### src/common/ufml_pkg.sv
// Constants for the channel mode-register and FIFO level logic.
// Assumes an Avalon-MM host with 32-bit data and byte addresses.
package ufml_pkg;

  // Register byte offsets
  localparam logic [4:0] OFS_MODE = 5'h00;
  localparam logic [4:0] OFS_CMD  = 5'h04;
  localparam logic [4:0] OFS_STAT = 5'h08;
  localparam logic [4:0] OFS_ISTS = 5'h0c;
  localparam logic [4:0] OFS_IMSK = 5'h10;

  // Field positions in channel_mode_zero / channel_mode_one
  localparam int MR0_WDOG_BIT  = 7;
  localparam int MR0_RXUP_BIT  = 6;
  localparam int MR0_TXTH_LSB  = 4;
  localparam int MR0_DEPTH_BIT = 3;
  localparam int MR1_RXLO_BIT  = 6;

  // Baud-rate group codes
  localparam logic [2:0] BAUD_NORMAL = 3'h0;
  localparam logic [2:0] BAUD_EXT1   = 3'h1;
  localparam logic [2:0] BAUD_EXT2   = 3'h4;

  // Command register fields
  localparam int         CMD_CODE_LSB   = 4;
  localparam logic [3:0] CMD_PTR_MR1    = 4'h1;
  localparam logic [3:0] CMD_PTR_MR0    = 4'hb;
  localparam int         CMD_RX_EN_BIT  = 0;
  localparam int         CMD_RX_DIS_BIT = 1;
  localparam int         CMD_TX_EN_BIT  = 2;
  localparam int         CMD_TX_DIS_BIT = 3;

  // Reset values
  localparam logic [7:0] MODE_RST = 8'h00;
  localparam logic [2:0] IRQ_RST  = 3'h0;

  // FIFO depths, receive fill levels and transmit free levels, indexed by threshold code
  localparam logic [4:0] DEPTH_SMALL = 5'h08;
  localparam logic [4:0] DEPTH_LARGE = 5'h10;
  localparam logic [4:0] RX_LVL_SMALL [0:3] = '{5'h01, 5'h03, 5'h06, 5'h08};
  localparam logic [4:0] RX_LVL_LARGE [0:3] = '{5'h01, 5'h08, 5'h0c, 5'h10};
  localparam logic [4:0] TX_LVL_SMALL [0:3] = '{5'h08, 5'h04, 5'h06, 5'h01};
  localparam logic [4:0] TX_LVL_LARGE [0:3] = '{5'h10, 5'h08, 5'h0c, 5'h01};

  // Receiver idle watchdog, in receiver bit times
  localparam logic [6:0] WDOG_BIT_TIMES = 7'h40;

  // Interrupt status bits
  localparam int IRQ_W    = 3;
  localparam int IRQ_TX   = 0;
  localparam int IRQ_RX   = 1;
  localparam int IRQ_WDOG = 2;

  typedef enum logic [2:0] {
    PTR_MR0 = 3'b001,
    PTR_MR1 = 3'b010,
    PTR_MR2 = 3'b100
  } ufml_ptr_e;

endpackage

### src/common/ufml_lvl_if.sv
// Count (bytes held or positions free), threshold code and result between the top and a comparator.
// Assumes the top drives count, code and deep combinationally.
`timescale 1ns/1ns
interface ufml_lvl_if #(parameter int CNT_W = 5);
  logic [CNT_W-1:0] count;
  logic [1:0]       code;
  logic             deep;
  logic             hit;
  modport cmp  (input count, input code, input deep, output hit);
  modport user (output count, output code, output deep, input hit);
endinterface

### src/verilog/ufml_level_cmp.sv
// Fill-level comparator for one direction of the channel FIFOs.
// Assumes count is bytes held (receive) or positions free (transmit).
`timescale 1ns/1ns
module ufml_level_cmp
  import ufml_pkg::*;
#(
  parameter bit IS_TX = 1'b0
)
(
  ufml_lvl_if.cmp lv
);
  wire [4:0] lvl_small = IS_TX ? TX_LVL_SMALL[lv.code] : RX_LVL_SMALL[lv.code];
  wire [4:0] lvl_large = IS_TX ? TX_LVL_LARGE[lv.code] : RX_LVL_LARGE[lv.code];
  wire [4:0] lvl       = lv.deep ? lvl_large : lvl_small;

  // Compared every clock so a request drops as soon as the level is lost
  assign lv.hit = ({{($bits(lv.count)){1'b0}}, 5'h00} | lv.count) >= lvl;
endmodule

### src/verilog/ufml_mode_cfg.sv
// Channel mode registers, FIFO interrupt levels, idle watchdog, irq.
// Assumes FIFO counts and access pulses come from the channel FIFOs
// on the same clock, and an Avalon-MM master with waitrequest.
//
// How it works
// - Mode-zero bits 5:4 pick transmit threshold
// - Empty queue after reset requests once enabled
// - Code 00 requests only when fully empty
// - Mode-zero bit 3 selects 8 or 16
// - Baud group codes 000, 001, 100 only
// - Small receive levels 1, 3, 6, 8
// - Large receive levels 1, 8, 12, 16
// - Small transmit free levels 8, 4, 6, 1
// - Large transmit free levels 16, 8, 12, 1
// - Receive code from mode-zero and mode-one bit 6
// - Threshold change applies after FIFO access
// - Pointer to mode-one by reset/command, then two
// - Idle watchdog raises receive after 64 bits
`timescale 1ns/1ns
module ufml_mode_cfg
  import ufml_pkg::*;
#(
  parameter int CNT_W = 5
)
(
  input  wire logic             clk,
  input  wire logic             sys_rst,
  input  wire logic [4:0]       avs_address,
  input  wire logic             avs_read,
  input  wire logic             avs_write,
  input  wire logic [31:0]      avs_writedata,
  input  wire logic [3:0]       avs_byteenable,
  output logic      [31:0]      avs_readdata,
  output logic                  avs_waitrequest,
  input  wire logic [CNT_W-1:0] rx_count,
  input  wire logic [CNT_W-1:0] tx_count,
  input  wire logic             rx_fifo_access,
  input  wire logic             tx_fifo_access,
  input  wire logic             rx_bit_tick,
  output logic                  queue_depth_select,
  output logic      [2:0]       baud_group,
  output logic                  rx_idle_timer_enable,
  output logic      [7:0]       mode_one,
  output logic      [7:0]       mode_two,
  output logic                  rx_enable,
  output logic                  tx_enable,
  output logic                  rx_irq_req,
  output logic                  tx_irq_req,
  output logic                  irq
);

  if (CNT_W < 5)
  begin : g_bad_width
    $error("ufml_mode_cfg: CNT_W must hold a count of 16");
  end

  ufml_ptr_e        ptr_q;
  ufml_ptr_e        ptr_d;
  logic [7:0]       mode_zero_q;
  logic [7:0]       mode_one_q;
  logic [7:0]       mode_two_q;
  logic             wait_q;
  logic [31:0]      rdata_q;
  logic             depth_q;
  logic [2:0]       baud_q;
  logic             rx_en_q;
  logic             tx_en_q;
  logic [1:0]       act_rx_q;
  logic [1:0]       act_tx_q;
  logic [6:0]       wdog_cnt_q;
  logic             wdog_hit_q;
  logic             rx_req_q;
  logic             tx_req_q;
  logic [IRQ_W-1:0] sts_q;
  logic [IRQ_W-1:0] mask_q;
  logic             irq_q;

  // Bus decode: one wait cycle, access takes effect on the ack edge
  wire req      = avs_read | avs_write;
  wire rd_acc   = avs_read & ~wait_q;
  wire wr_acc   = avs_write & ~wait_q;
  wire be0      = avs_byteenable[0];
  wire sel_mode = avs_address == OFS_MODE;
  wire sel_cmd  = avs_address == OFS_CMD;
  wire sel_stat = avs_address == OFS_STAT;
  wire sel_ists = avs_address == OFS_ISTS;
  wire sel_imsk = avs_address == OFS_IMSK;
  wire mode_acc = (rd_acc | wr_acc) & sel_mode;
  wire mode_wr  = wr_acc & sel_mode & be0;
  wire cmd_wr   = wr_acc & sel_cmd & be0;
  wire ists_wr  = wr_acc & sel_ists & be0;
  wire imsk_wr  = wr_acc & sel_imsk & be0;
  wire [7:0] wd = avs_writedata[7:0];
  wire [3:0] cmd_code = wd[CMD_CODE_LSB +: 4];

  // Unknown baud codes are dropped, keeping the last legal group
  wire baud_ok = (wd[2:0] == BAUD_NORMAL) | (wd[2:0] == BAUD_EXT1)
               | (wd[2:0] == BAUD_EXT2);

  // FIFO status from the counts
  wire [CNT_W-1:0] depth_n  = depth_q ? CNT_W'(DEPTH_LARGE) : CNT_W'(DEPTH_SMALL);
  wire [CNT_W-1:0] tx_free  = (tx_count >= depth_n) ? '0 : depth_n - tx_count;
  wire             rx_has_data_flag   = rx_count != '0;
  wire             rx_queue_full_flag = rx_count >= depth_n;
  wire             tx_queue_empty_flag = tx_count == '0;
  wire             tx_has_space_flag  = tx_count < depth_n;

  // New thresholds wait for an idle pair of FIFOs or a FIFO access
  wire apply_lvl = (rx_count == '0 && tx_count == '0) | rx_fifo_access | tx_fifo_access;
  // Receive code is split over the two mode registers
  wire [1:0] prog_rx = {mode_zero_q[MR0_RXUP_BIT], mode_one_q[MR1_RXLO_BIT]};
  wire [1:0] prog_tx = mode_zero_q[MR0_TXTH_LSB +: 2];

  ufml_lvl_if #(.CNT_W(CNT_W)) rx_lv ();
  ufml_lvl_if #(.CNT_W(CNT_W)) tx_lv ();
  assign rx_lv.count = rx_count;
  assign rx_lv.code  = act_rx_q;
  assign rx_lv.deep  = depth_q;
  assign tx_lv.count = tx_free;
  assign tx_lv.code  = act_tx_q;
  assign tx_lv.deep  = depth_q;

  ufml_level_cmp #(.IS_TX(1'b0)) u_rx_cmp (.lv(rx_lv.cmp));
  ufml_level_cmp #(.IS_TX(1'b1)) u_tx_cmp (.lv(tx_lv.cmp));

  // Watchdog counts receiver bit ticks while data sits unread
  wire wdog_en   = mode_zero_q[MR0_WDOG_BIT];
  wire wdog_clr  = ~wdog_en | ~rx_has_data_flag | rx_fifo_access;
  wire wdog_fire = ~wdog_clr & rx_bit_tick & ~wdog_hit_q
                 & (wdog_cnt_q == WDOG_BIT_TIMES - 7'h01);

  wire rx_req_d = rx_lv.hit | wdog_hit_q;
  wire tx_req_d = tx_en_q & tx_lv.hit;

  wire [IRQ_W-1:0] ev;
  assign ev[IRQ_TX]   = tx_req_d & ~tx_req_q;
  assign ev[IRQ_RX]   = rx_req_d & ~rx_req_q;
  assign ev[IRQ_WDOG] = wdog_fire;
  // Set wins over a same-cycle write-one clear
  wire [IRQ_W-1:0] sts_d = (sts_q & ~(ists_wr ? wd[IRQ_W-1:0] : '0)) | ev;

  // Mode pointer: reset or command 1 selects mode-one, access steps it
  always_comb
  begin
    ptr_d = ptr_q;
    if (cmd_wr && cmd_code == CMD_PTR_MR1)
      ptr_d = PTR_MR1;
    else if (cmd_wr && cmd_code == CMD_PTR_MR0)
      ptr_d = PTR_MR0;
    else if (mode_acc)
    begin
      unique case (ptr_q)
        PTR_MR0: ptr_d = PTR_MR1;
        PTR_MR1: ptr_d = PTR_MR2;
        PTR_MR2: ptr_d = PTR_MR2;
        default: ptr_d = PTR_MR1;
      endcase
    end
  end

  wire [7:0] mode_rd = (ptr_q == PTR_MR0) ? mode_zero_q
                     : (ptr_q == PTR_MR1) ? mode_one_q : mode_two_q;
  wire [31:0] stat_rd = {20'h0, wdog_hit_q, ptr_q, tx_req_q, rx_req_q, tx_en_q, rx_en_q,
                         tx_queue_empty_flag, tx_has_space_flag, rx_queue_full_flag,
                         rx_has_data_flag};
  wire [31:0] rd_word = sel_mode ? {24'h0, mode_rd}
                      : sel_stat ? stat_rd
                      : sel_ists ? {29'h0, sts_q}
                      : sel_imsk ? {29'h0, mask_q}
                      : 32'h0;

  always_ff @(posedge clk)
  begin
    if (sys_rst)
    begin
      wait_q  <= 1'b1;
      rdata_q <= 32'h0;
    end
    else
    begin
      wait_q <= wait_q ? ~req : 1'b1;
      if (avs_read && wait_q)
        rdata_q <= rd_word;
    end
  end

  always_ff @(posedge clk)
  begin
    if (sys_rst)
    begin
      ptr_q       <= PTR_MR1;
      mode_zero_q <= MODE_RST;
      mode_one_q  <= MODE_RST;
      mode_two_q  <= MODE_RST;
    end
    else
    begin
      ptr_q <= ptr_d;
      if (mode_wr && ptr_q == PTR_MR0)
        mode_zero_q <= {wd[7:3], baud_ok ? wd[2:0] : mode_zero_q[2:0]};
      if (mode_wr && ptr_q == PTR_MR1)
        mode_one_q <= wd;
      if (mode_wr && ptr_q == PTR_MR2)
        mode_two_q <= wd;
    end
  end

  always_ff @(posedge clk)
  begin
    if (sys_rst)
    begin
      depth_q <= 1'b0;
      baud_q  <= BAUD_NORMAL;
      rx_en_q <= 1'b0;
      tx_en_q <= 1'b0;
    end
    else
    begin
      depth_q <= mode_zero_q[MR0_DEPTH_BIT];
      baud_q  <= mode_zero_q[2:0];
      // Disable wins when both bits are written together
      if (cmd_wr)
      begin
        rx_en_q <= ~wd[CMD_RX_DIS_BIT] & (wd[CMD_RX_EN_BIT] | rx_en_q);
        tx_en_q <= ~wd[CMD_TX_DIS_BIT] & (wd[CMD_TX_EN_BIT] | tx_en_q);
      end
    end
  end

  always_ff @(posedge clk)
  begin
    if (sys_rst)
    begin
      act_rx_q <= 2'h0;
      act_tx_q <= 2'h0;
    end
    else if (apply_lvl)
    begin
      act_rx_q <= prog_rx;
      act_tx_q <= prog_tx;
    end
  end

  always_ff @(posedge clk)
  begin
    if (sys_rst || wdog_clr)
    begin
      wdog_cnt_q <= 7'h00;
      wdog_hit_q <= 1'b0;
    end
    else if (wdog_fire)
    begin
      wdog_cnt_q <= 7'h00;
      wdog_hit_q <= 1'b1;
    end
    else if (rx_bit_tick && !wdog_hit_q)
      wdog_cnt_q <= wdog_cnt_q + 7'h01;
  end

  always_ff @(posedge clk)
  begin
    if (sys_rst)
    begin
      rx_req_q <= 1'b0;
      tx_req_q <= 1'b0;
      sts_q    <= IRQ_RST;
      mask_q   <= IRQ_RST;
      irq_q    <= 1'b0;
    end
    else
    begin
      rx_req_q <= rx_req_d;
      tx_req_q <= tx_req_d;
      sts_q    <= sts_d;
      if (imsk_wr)
        mask_q <= wd[IRQ_W-1:0];
      irq_q    <= |(sts_d & (imsk_wr ? wd[IRQ_W-1:0] : mask_q));
    end
  end

  assign avs_readdata         = rdata_q;
  assign avs_waitrequest      = wait_q;
  assign queue_depth_select   = depth_q;
  assign baud_group           = baud_q;
  assign rx_idle_timer_enable = mode_zero_q[MR0_WDOG_BIT];
  assign mode_one             = mode_one_q;
  assign mode_two             = mode_two_q;
  assign rx_enable            = rx_en_q;
  assign tx_enable            = tx_en_q;
  assign rx_irq_req           = rx_req_q;
  assign tx_irq_req           = tx_req_q;
  assign irq                  = irq_q;

  a_tx_reset_req: assert property (@(posedge clk) disable iff (sys_rst)
    (tx_en_q && tx_count == '0) |=> tx_irq_req)
    else $error("empty enabled transmitter did not request");

  a_tx_default_lvl: assert property (@(posedge clk) disable iff (sys_rst)
    (act_tx_q == 2'h0 && tx_count == CNT_W'(1)) |=> !tx_irq_req)
    else $error("code 00 request with one byte loaded");

  a_depth_follows: assert property (@(posedge clk) disable iff (sys_rst)
    (mode_wr && ptr_q == PTR_MR0) |=> ##1 (queue_depth_select == $past(wd[3], 2)))
    else $error("depth select did not follow mode-zero bit 3");

  a_baud_legal: assert property (@(posedge clk) disable iff (sys_rst)
    baud_group == BAUD_NORMAL || baud_group == BAUD_EXT1 || baud_group == BAUD_EXT2)
    else $error("illegal baud group reached output");

  a_rx_small_lvl: assert property (@(posedge clk) disable iff (sys_rst)
    (!depth_q && act_rx_q == 2'h1 && !wdog_hit_q && rx_count == CNT_W'(2)) |=> !rx_irq_req)
    else $error("small receive level 01 fired below 3");

  a_rx_large_lvl: assert property (@(posedge clk) disable iff (sys_rst)
    (depth_q && act_rx_q == 2'h2 && rx_count == CNT_W'(12)) |=> rx_irq_req)
    else $error("large receive level 10 missed at 12");

  a_tx_small_lvl: assert property (@(posedge clk) disable iff (sys_rst)
    (tx_en_q && !depth_q && act_tx_q == 2'h1 && tx_count == CNT_W'(5)) |=> !tx_irq_req)
    else $error("small transmit level 01 fired with 3 free");

  a_tx_large_lvl: assert property (@(posedge clk) disable iff (sys_rst)
    (tx_en_q && depth_q && act_tx_q == 2'h2 && tx_count == CNT_W'(4)) |=> tx_irq_req)
    else $error("large transmit level 10 missed with 12 free");

  a_lvl_hold: assert property (@(posedge clk) disable iff (sys_rst)
    (rx_count != '0 && !rx_fifo_access && !tx_fifo_access) |=> $stable(act_rx_q))
    else $error("receive threshold changed without FIFO access");

  a_ptr_step: assert property (@(posedge clk) disable iff (sys_rst)
    (mode_acc && ptr_q == PTR_MR1) |=> ptr_q == PTR_MR2)
    else $error("pointer did not step to mode-two");

  a_wdog_fire: assert property (@(posedge clk) disable iff (sys_rst)
    wdog_fire |=> wdog_hit_q ##1 rx_irq_req)
    else $error("watchdog expiry did not flag");

  a_irq_level: assert property (@(posedge clk) disable iff (sys_rst)
    irq == (|(sts_q & mask_q)))
    else $error("interrupt output disagrees with unmasked status");

endmodule

### config.mk
export PLATFORM = sky130hd
export DESIGN_NAME = ufml_mode_cfg
export DESIGN_NICKNAME = d
export VERILOG_FILES = /design/src/common/ufml_pkg.sv /design/src/common/ufml_lvl_if.sv /design/src/verilog/ufml_level_cmp.sv /design/src/verilog/ufml_mode_cfg.sv
export SDC_FILE = /design/constraint.sdc
export NUM_CORES = 1
export LEC_CHECK = 0
export ABC_CLOCK_PERIOD_IN_PS = 3700
export BUFFER_PORTS_ARGS = -buffer_cell sky130_fd_sc_hd__buf_4
export CAP_MARGIN = 15
export CORE_UTILIZATION = 35
export DETAILED_ROUTE_END_ITERATION = 6
export GPL_TIMING_DRIVEN = 1
export HOLD_SLACK_MARGIN = 0.05
export PLACE_DENSITY = 0.57
export SETUP_SLACK_MARGIN = 0.3
export SYNTH_ARGS = -nofsm -noshare
export SYNTH_HDL_FRONTEND = slang
export SYNTH_SLANG_ARGS = --single-unit
### constraint.sdc
create_clock -name clk -period 3.7 [get_ports clk]
set_clock_uncertainty 0.15 [all_clocks]
set_input_delay 0.185 -clock clk [delete_from_list [all_inputs] [get_ports clk]]
set_output_delay 0.185 -clock clk [all_outputs]
set_load 0.02 [all_outputs]
==> results of run 1 <==
[synthesized netlist by cell type (3+ instances only)]
cell	number	share of area
dfxtp_1	67	0.37
nor2_1	55	0.057
mux2i_1	39	0.11
a21oi_1	27	0.038
nand2_1	26	0.027
ha_1	22	0.077
buf_4	20	0.042
inv_1	15	0.016
o21ai_0	15	0.021
nor2b_1	14	0.024
a211oi_1	12	0.025
clkbuf_1	12	0.013
nand3_1	7	0.0097
nand4_1	6	0.010
nor3_1	6	0.0084
xnor2_1	5	0.012
a21o_1	4	0.0084
and2_1	4	0.0070
a22o_1	3	0.0073
and3_1	3	0.0052
nor3_2	3	0.0084
nor3b_1	3	0.0063
or3_1	3	0.0052
[worst min path at each step]
stage / startpoint / endpoint / slack (ps) / depth (start not counted)
2_1_floorplan: avs_writedata[3] / tx_enable / 130 / 1
3_3_place_gp: avs_writedata[3] / tx_enable / 260 / 2
3_5_place_dp: avs_writedata[3] / tx_enable / 260 / 2
4_1_cts: avs_read / avs_readdata[9] / 90 / 4
5_1_grt: tx_fifo_access / act_tx_q[1] / 130 / 4
6_report: avs_read / avs_readdata[11] / 100 / 4
[flip-flops by register name, indices dropped and copies added, names as in the netlist]
register	count
act_rx_q	2
act_tx_q	2
avs_readdata	12
avs_waitrequest	1
baud_group	3
irq	1
mask_q	3
mode_one	8
mode_two	8
mode_zero_q	8
ptr_q	3
queue_depth_select	1
rx_enable	1
rx_irq_req	1
sts_q	3
tx_enable	1
tx_irq_req	1
wdog_cnt_q	7
wdog_hit_q	1
[timing repair]
action	in CTS	in global routing
endpoints found under the setup margin	0	0
hold buffers	10	0
resized for setup	0	0
hold endpoints to repair	30	0
[final cells by class]
cell class,count,share of cell area
inverter,15,0.0127
timing repair buffer,81,0.142
clock inverter,6,0.0146
multi-input combinational,311,0.460
sequential,67,0.302
tap,133,0.0375
clock buffer,10,0.0310
[per-layer routing]
| layer | global-route usage | share of wire | vias up |
|---|---|---|---|
| met3 | 0.0343 | 0.045 | 5 |
| met1 | 0.242 | 0.50 | 1416 |
| met2 | 0.277 | 0.45 | 77 |
| met4 | 0.0585 | 0.0058 | 0 |
| met5 | 0 | 0 | - |
| li1 | - | - | 1552 |
[cell families after synthesis]
family,count (synthesis),synth area share
AO/OA/AOI/OAI,76,0.134
XOR/XNOR,7,0.0171
adder cells (fa/ha/maj),22,0.0766
buffers and inverters,52,0.0780
flip-flops,67,0.373
multiplexers,40,0.112
other,1,0.00104
AND/OR/NAND/NOR,146,0.208
[power by group through the flow]
stage | Clock (mW) | Sequential (mW) | Combinational [mW]
floorplan | 0 | 0.761 | 0.0991
CTS | 0.632 | 0.738 | 0.165
global route | 0.671 | 0.739 | 0.183
global placement | 0 | 0.755 | 0.154
detailed placement | 0 | 0.755 | 0.157
finish | 0.616 | 0.738 | 0.165
[worst min-delay path: stages]
cell and delay (ps):
buf_4 90, nand2_1 120, nand2_1 100, a21oi_1 50
==> metrics.txt, run 1 <==
H-tree Lvls=3; measured slew at the worst slew-check pin=between 700 and 800 ps; fin crit period=3090 ps; Total GRT Usage=0.176; crit-path leading delay family=compound AO/OA/AOI/OAI gates; hold_ws=a little over 100 ps; Setup Buffers After CTS=0; Clock Path Buffers=2; most used cell, CP=ha_1; r2r endpoint=irq; syn avg cell area=about 8.7 um2; WL final=8.89 mm; Congestion Overflow GR=0; ratio of cells with drive above 1 in the final layout=0.192; multi-input logic area=just over 2000 um2; vias per cell=4.90; placed cell areas=roughly 4100 um2; remaining antenna violation count=0; Levels on crit path=11; crit path capture=irq; vias in the first global route=between 2,000 and 3,000; Buf+Inv Stages, Crit Path=1; drt pass-1 iters=4; Worst IR Drop VDD=between 0.15 and 0.2 mV; Int Pwr=1.12 mW; Initial Utilization=0.364; Power Density=342 nW/um2; Reg clk slew, reported paths=80 ps; Layout fillers=997; worst-path fanout max=9; final setup violation count=0; die width=103 um; largest net degree at the start of global routing=50; CP required=around 3800 ps; YS warnings=0; DRC violations left=0; cell total after placement=~600; Seq/Total Area, Yosys=0.373; cell area after layout=4440 um2; Slowest cell on crit path=nor3_1; Setup WS post-layout=613 ps; Worst R2R Start=queue_depth_select; WP data arrival=around 3100 ps; Reg power frac=0.486; final setup TNS=0 ps; WL per Instance=14.3 um; Std-Cell Core Area=9860 um2; area delta synth->final=23.6%; DR vias=3,050; CTS tree=done; Top FF cell, synth=dfxtp_1; Detail Placement HPWL=6.80 mm; height of the die=103 um; Period Utilization, post-route=0.834; total power=1.52 mW; Critical Path Start Type=register; most common cell after layout, fill and taps aside=buf_4; max-slew violation count=0; clock power share=0.405; slowest stage delay, CP=just under 400 ps; switching share of power=0.260; clk_lat worst skew=340 ps; post-synthesis register bit count=67; final hold violation count=0; Psw=395 uW; number of synthesized flops with an enable pin=0; IO Count=around 120; initial antenna violation count=0; TritonCTS Buffers=9; register area=1340 um2; Worst Setup SP=queue_depth_select; fmax=roughly 320 MHz; max cap viols=0; Initial DRC Count=160; CP Class=register to register; Distinct cells, synth=53; clk root buf=clkbuf_8; layout net count=565; Comb pwr share=0.108; GPL Wtd Cong=0.829; final std cells w/o fill=623; Finished Core Util=0.450; first-pass GRT wire length=14.2 mm; worst path cell trace=buf_4, ha_1, and3_1, nor3_1, nand2_1, ha_1, nor2b_1, o21ai_0, a41oi_1, a2bb2oi_1, o311ai_0; Setup WS pre-CTS=between 500 and 600 ps; PortBufs=69; R2R setup slack=610 ps; clk sink count=67; HP Class=input port to register; Diodes inserted=0; R2R cell count=11; # rows=36; LEAKAGE=just over 2 nW; worst rel slew slack=0.467; die area=10,700 um2; Post-Synthesis Cells=411; status=finished, final reports clean; Setup crit end kind=register; RSZ-0062 raised after global routing=no; Synth Cell Area=3590 um2; commonest cells after routing, fill and taps aside=71 x buf_4, 67 x dfxtp_1, 55 x nor2_1; ys async rst share=0
Power figures use the tool's default switching activity.
==> run 2, diff against run 1 <==
--- a/config.mk
+++ b/config.mk
@@ -5,7 +5,7 @@
 export SDC_FILE = /design/constraint.sdc
 export NUM_CORES = 1
 export LEC_CHECK = 0
-export ABC_CLOCK_PERIOD_IN_PS = 3700
+export ABC_CLOCK_PERIOD_IN_PS = 3000
 export BUFFER_PORTS_ARGS = -buffer_cell sky130_fd_sc_hd__buf_4
 export CAP_MARGIN = 15
 export CORE_UTILIZATION = 35
==> constraint.sdc (replaced) <==
create_clock -name clk -period 3 [get_ports clk]
set_clock_uncertainty 0.15 [all_clocks]
set_input_delay 0.15 -clock clk [delete_from_list [all_inputs] [get_ports clk]]
set_output_delay 0.15 -clock clk [all_outputs]
set_load 0.02 [all_outputs]
==> run 2 against run 1 <==
Net effect:
- flip-flop and latch count is the same
- wire length grew 4.0%
- cell area grew 2.5%
- via count grew 1.8%
- combinational power grew 30%
- cell count grew 1.3%
- utilization grew 1.1 points
- critical endpoint unchanged
- clock power grew 13%
==> metrics.txt, run 2 (synthesis results as in run 1) <==
WL final=approximately 9.3 mm; most common cell after layout, fill and taps aside=buf_4; R2R cell count=11; fmax=395 MHz; # rows=36; slowest stage delay, CP=approximately 360 ps; PortBufs=69; number of flip-flops in the largest register=12; Setup WS post-layout=468 ps; Clock Path Buffers=2; die area=10,700 um2; Detail Placement HPWL=around 6.9 mm; initial antenna violation count=0; crit-path leading delay family=compound AO/OA/AOI/OAI gates; ratio of cells with drive above 1 in the final layout=0.215; Hold Path Sink=act_tx_q[0]; Initial DRC Count=approximately 110; die width=103 um; CP Class=register to register; max cap viols=0; CP required=3070 ps; RSZ-0062 raised after global routing=no; Initial Utilization=0.364; fin crit period=between 2000 and 3000 ps; Buf+Inv Stages, Crit Path=1; Critical Path Start Type=register; IO Count=approximately 120; worst path cell trace=inv_1, ha_4, a21o_1, a21oi_1, nor3_2, ha_1, a21oi_1, o21ai_2, a41oi_2, a2bb2oi_2, o311ai_1; clk sink count=67; Setup WS pre-CTS=between 100 and 150 ps; Period Utilization, post-route=0.844; most used cell, CP=a21oi_1; R2R setup slack=470 ps; area delta synth->final=26.7%; Congestion Overflow GR=0; worst rel slew slack=0.416; largest net degree at the start of global routing=50; GPL Wtd Cong=0.829; status=finished, final reports clean; Finished Core Util=0.461; Worst IR Drop VDD=0.278 mV; vias in the first global route=around 3,000; HP Class=input port to register; measured slew at the worst slew-check pin=871 ps; DR vias=3,104; WL per Instance=14.7 um; layout net count=573; CTS tree=done; vias per cell=4.92; final hold violation count=0; WP data arrival=2600 ps; Total GRT Usage=0.188; final setup TNS=0 ps; clk_lat worst skew=360 ps; Worst R2R Start=queue_depth_select; Setup crit end kind=register; TritonCTS Buffers=9; Std-Cell Core Area=9860 um2; commonest cells after routing, fill and taps aside=76 x buf_4, 66 x dfxtp_1, 55 x nor2_1; Power Density=around 400 nW/um2; Reg clk slew, reported paths=80 ps; first-pass GRT wire length=15.1 mm; LEAKAGE=2.09 nW; max-slew violation count=0; Hold Startpoint=tx_fifo_access; H-tree Lvls=3; remaining antenna violation count=0; hold depth=4; Worst Setup SP=queue_depth_select; height of the die=103 um; placed cell areas=around 4200 um2; Diodes inserted=0; Slowest cell on crit path=dfxtp_4; clk root buf=clkbuf_8; worst-path fanout max=5; r2r endpoint=irq; total power=1.82 mW; cell area after layout=roughly 4600 um2; DRC violations left=0; drt pass-1 iters=4; final setup violation count=0
[run 2: worst max path at each step]
stage                      to  cells past startpoint
after floorplan           irq                     12
after global placement    irq                     11
after detailed placement  irq                     11
after CTS                 irq                     11
after global routing      irq                     11
final                     irq                     11
[run 2: stage by stage]
step                hold slack [ps]  cells
global route                   79.5    631
detailed placement              241    600
CTS                            75.4    630
floorplan                      96.6    430
global placement                236    600
finish                         91.9    631
[run 2: layout make-up]
cell class | count | area [um2]
fillers | 976 | 5310
clock buffers | 9 | 124
inverters | 15 | 56.3
multi-input cells | 311 | 2100
clock inverters | 7 | 57.6
repair buffers | 89 | 701
well taps | 133 | 166
flip-flops and latches | 67 | 1350
[run 2: metal layers]
| layer | vias up | part of all wire | GRT usage | wire length [um] |
|---|---|---|---|---|
| li1 | 1568 | - | - | - |
| met1 | 1448 | 0.48 | 0.250 | 4430 |
| met2 | 79 | 0.46 | 0.302 | 4270 |
| met3 | 9 | 0.049 | 0.0464 | 455 |
| met4 | 0 | 0.011 | 0.0574 | 100 |
| met5 | - | 0 | 0 | 0 |
[run 2: report_power, final]
| part | switching, mW | internal (mW) | total, mW |
|---|---|---|---|
| Combinational | 0.128 | 0.0869 | 0.215 |
| Clock | 0.388 | 0.310 | 0.699 |
| Sequential | 0.00833 | 0.899 | 0.908 |
[run 2: worst register-to-register path: stages, from the launching register on]
cell and delay [ps]:
dfxtp_4 360, inv_1 100, ha_4 230, a21o_1 150
a21oi_1 220, nor3_2 80, ha_1 320, a21oi_1 180
o21ai_2 80, a41oi_2 240, a2bb2oi_2 180, o311ai_1 110
[run 2: repair_timing]
item                       in CTS  in global routing
hold buffers                   13                  0
setup endpoints to repair       2                  2
buffers inserted                1                  1
gates resized for setup         5                  4
pin swaps                       1                  2
hold endpoints to repair       35                  0
